File: src/core/qa_wd_pkg.sv
/*
 * types of the question-and-answer watchdog checker: apb carriers and the module state.
 * assumes nothing beyond a systemverilog compiler.
 */
package qa_wd_pkg;

   // ************************************************************
   // apb carriers
   // ************************************************************
   typedef struct packed {
      logic        psel;
      logic        penable;
      logic        pwrite;
      logic [7:0]  paddr;
      logic [31:0] pwdata;
   } apb_req_t;

   typedef struct packed {
      logic [31:0] prdata;
      logic        pready;
      logic        pslverr;
   } apb_rsp_t;

   // ************************************************************
   // checker state
   // ************************************************************
   typedef struct packed {
      logic [3:0] lfsr;
      logic [3:0] question_counter;
      logic [1:0] answer_byte_counter;
      logic       answer_err;
      logic       sequence_error_flag;
      logic       answer_early;
      logic       time_out;
      logic       window_config_changed_flag;
      logic [2:0] watchdog_fail_counter;
      logic [1:0] lfsr_poly_select;
      logic [7:0] first_window_duration_config;
      logic [7:0] second_window_duration_config;
      logic [7:0] answer_write_field;
      logic       seq_start;
      logic [3:0] question_out;
      apb_rsp_t   rsp;
   } wd_state_t;

endpackage : qa_wd_pkg

File: src/core/qa_answer_ref.sv
/*
 * reference answer byte lookup from question and answer byte counter.
 * assumes the default feedback answer mapping; purely combinational.
 */
`timescale 1ns/1ps

module qa_answer_ref
   import qa_wd_pkg::*;
(
   input  wire logic [3:0] question,
   input  wire logic [1:0] answer_byte_counter,
   output logic      [7:0] ref_byte
);

   // ************************************************************
   // table: {answer 3, answer 2, answer 1, answer 0} per question
   // ************************************************************
   localparam logic [15:0][31:0] ANSWER_TABLE = {
      32'h01f10efe, 32'h4ebe41b1, 32'h17e718e8, 32'h58a857a7,
      32'h8b7b8474, 32'hc434cb3b, 32'h9d6d9262, 32'hd222dd2d,
      32'h2cdc23d3, 32'h63936c9c, 32'h3aca35c5, 32'h75857a8a,
      32'ha656a959, 32'he919e616, 32'hb040bf4f, 32'hff0ff000
   };

   logic [31:0] word;

   always_comb begin
      word     = ANSWER_TABLE[question];
      ref_byte = word[{answer_byte_counter, 3'b000} +: 8];
   end

endmodule : qa_answer_ref

File: config.mk
export PLATFORM = sky130hd
export DESIGN_NAME = qa_answer_ref
export DESIGN_NICKNAME = d
export VERILOG_FILES = /design/src/core/qa_wd_pkg.sv /design/src/core/qa_answer_ref.sv
export SDC_FILE = /design/constraint.sdc
export NUM_CORES = 1
export LEC_CHECK = 0
export BUFFER_PORTS_ARGS = -buffer_cell sky130_fd_sc_hd__buf_2
export CELL_PAD_IN_SITES_DETAIL_PLACEMENT = 1
export CELL_PAD_IN_SITES_GLOBAL_PLACEMENT = 2
export CORE_AREA = 2 2 39 41
export DETAILED_ROUTE_END_ITERATION = 8
export DIE_AREA = 0 0 41 43
export GPL_TIMING_DRIVEN = 0
export PLACE_DENSITY_LB_ADDON = 0.12
export SYNTH_ARGS = -nofsm -noshare
export SYNTH_HDL_FRONTEND = slang
export SYNTH_SLANG_ARGS = --single-unit
export TNS_END_PERCENT = 10
File: constraint.sdc
create_clock -name vclk -period 0.8
set_input_delay 0.12 -clock vclk [all_inputs]
set_output_delay 0.12 -clock vclk [all_outputs]
set_load 0.03 [all_outputs]
==> metrics.cfg <==
[outcome]
outcome=finished with violations
violations=negative setup slack

[sta]
period_share_pct=141
rsz0062_at_grt=true
finalCriticalPeriod_ns=1.13
fin_hold_ws_ns=0.544
setup_slack_ns=-0.331
final-hold-violation-count=0
fmax_mhz=884
setup_tns_ns=-0.968
slew_violations=0
tightest_slew_ns=0.197
slew_headroom_pct=86.8
setup_violations=5

[critical_path]
crit_path_end_kind=output port
critPathLaunch=question[1]
worstPathArrival_ns=1.01
critical_path_class=primary input to output port
critPathMostFrequentCell=buf_6
crit_path_start_kind=primary input
crit_chain=buf_6, xnor3_2, xnor2_4, buf_6
required_ns=0.68
cp_slowest_stage_delay_ns=0.50
cp_max_fo=2
crit_slowest_cell=xnor3_2

[logic_synthesis]
synth_top_area_cell=xor2_1
ys_types=6
synth_nets=24
synth_area_um2=145
yosys_warnings=0
syn-mean-instance-area_um2=9.07
synth.area.top_cells=xor2_1, xnor2_1, ha_1, xnor3_2, o21ai_0
yosys.cell_count.top_type=xor2_1
synth_cells=16
synth_top_area_share_pct=30.2
seq_area_frac_synth_pct=0
synth_commonest_cells=xor2_1, xnor2_1, ha_1, inv_1, o21ai_0

[final_layout]
clkbuf_count=0
diodes=0
seq_cells=0
drive_above_1_share_pct=78.1
area_delta_synth_final_pct=166
design_area_um2=387
num-nets-final=42
regArea_um2=0

[placed_design]
place_area_um2=280
portBuffers=14
place_congestion=0.566
pre_cts_slack_ns=-0.427

[cts]
cts_hold_buffers=0

[global_route]
gr-usage-all-layers_pct=5.73
grt_pass1_wl_um=738
grt_max_degree=6
antenna_found_initial=0
grt_pass1_vias=169
gr-total-overflow=0

[routing]
ant_nets=0
vias=171
drt_iter0_markers=0
wl_per_cell_um=9.08
finalWirelength_um=436
vias_per_cell=3.56
dr.pass1.iters=1
drc=0

[worst_hold_path]
hold_depth=3
hold-path-endpoint=ref_byte[2]
hp-class=primary input to output port
min_from=question[3]

[power]
p_leak_nw=0.174
vdd_drop_max_mv=0.394
pwr_density_cell_nw_per_um2=1170

[flow_run]
cap_violations=0

[floorplanning]
pin_count=14
dieArea_um2=1760
die_w_um=41
rows=14
initial_core_util_pct=10.5
die_h_um=43
coreArea_um2=1380

## worst max-delay path by stage
stage                        endpoint  slack, ns
final                     ref_byte[2]      -0.33
after global routing      ref_byte[2]      -0.38
after CTS                 ref_byte[2]      -0.36
after detailed placement  ref_byte[1]      -0.43
after global placement    ref_byte[2]      -0.42
after floorplan           ref_byte[1]      -0.21
## stage by stage
stage / cells / utilization (%) / total power, W
3_5_place_dp: 46 / 20.3 / 0.000359
3_3_place_gp: 46 / 20.3 / 0.000358
4_1_cts: 47 / 26.7 / 0.000450
5_1_grt: 48 / 27.9 / 0.000481
6_report: 48 / 27.9 / 0.000451
2_1_floorplan: 16 / - / 0.000259
## placed cells by master (no fill, tap or decap), types with 2 or more instances in the layout
master / n
buf_2: 5
xor2_1: 4
buf_6: 4
buf_4: 4
xnor2_4: 2
xnor2_1: 2
buf_8: 2
## cells by family (layout without fill, tap and decap cells)
logic type	after synthesis	after routing	share of synthesized area, %
xor+xnor	10	10	70.7
buf+inv	2	18	5.17
compound gates	2	2	6.90
fa+ha+maj	2	2	17.2
## routing by layer
| metal | global-route usage, % | vias to the layer above | part of all wire, % |
|---|---|---|---|
| met5 | 0 | - | 0 |
| met4 | 0 | 0 | 0 |
| met3 | 0.524 | 0 | 12 |
| met2 | 9.38 | 11 | 49 |
| met1 | 8.39 | 76 | 39 |
| li1 | - | 84 | - |
## power by group
part	switching, W	total, W	internal (W)
logic	0.000233	0.000451	0.000218
registers	0	0	0
clock network	0	0	0
total	0.000233	0.000451	0.000218
## layout make-up
class | count | area, µm²
fillers | 167 | 997
inverters | 2 | 15.0
multi-input cells | 14 | 201
well taps | 16 | 20.0
repair buffers | 16 | 150
## what timing repair did
| item | CTS | global route |
|---|---|---|
| buffers inserted | 1 | 1 |
| endpoints found under the setup margin | 6 | 7 |
| resized for setup | 27 | 2 |
| pin swaps | 5 | 2 |
## critical path, delay by kind of cell
family | cells | cell delay [ns]
buffers and inverters | 2 | 0.22
xor gates and xnor gates | 2 | 0.67
Power figures use the tool's default switching activity.
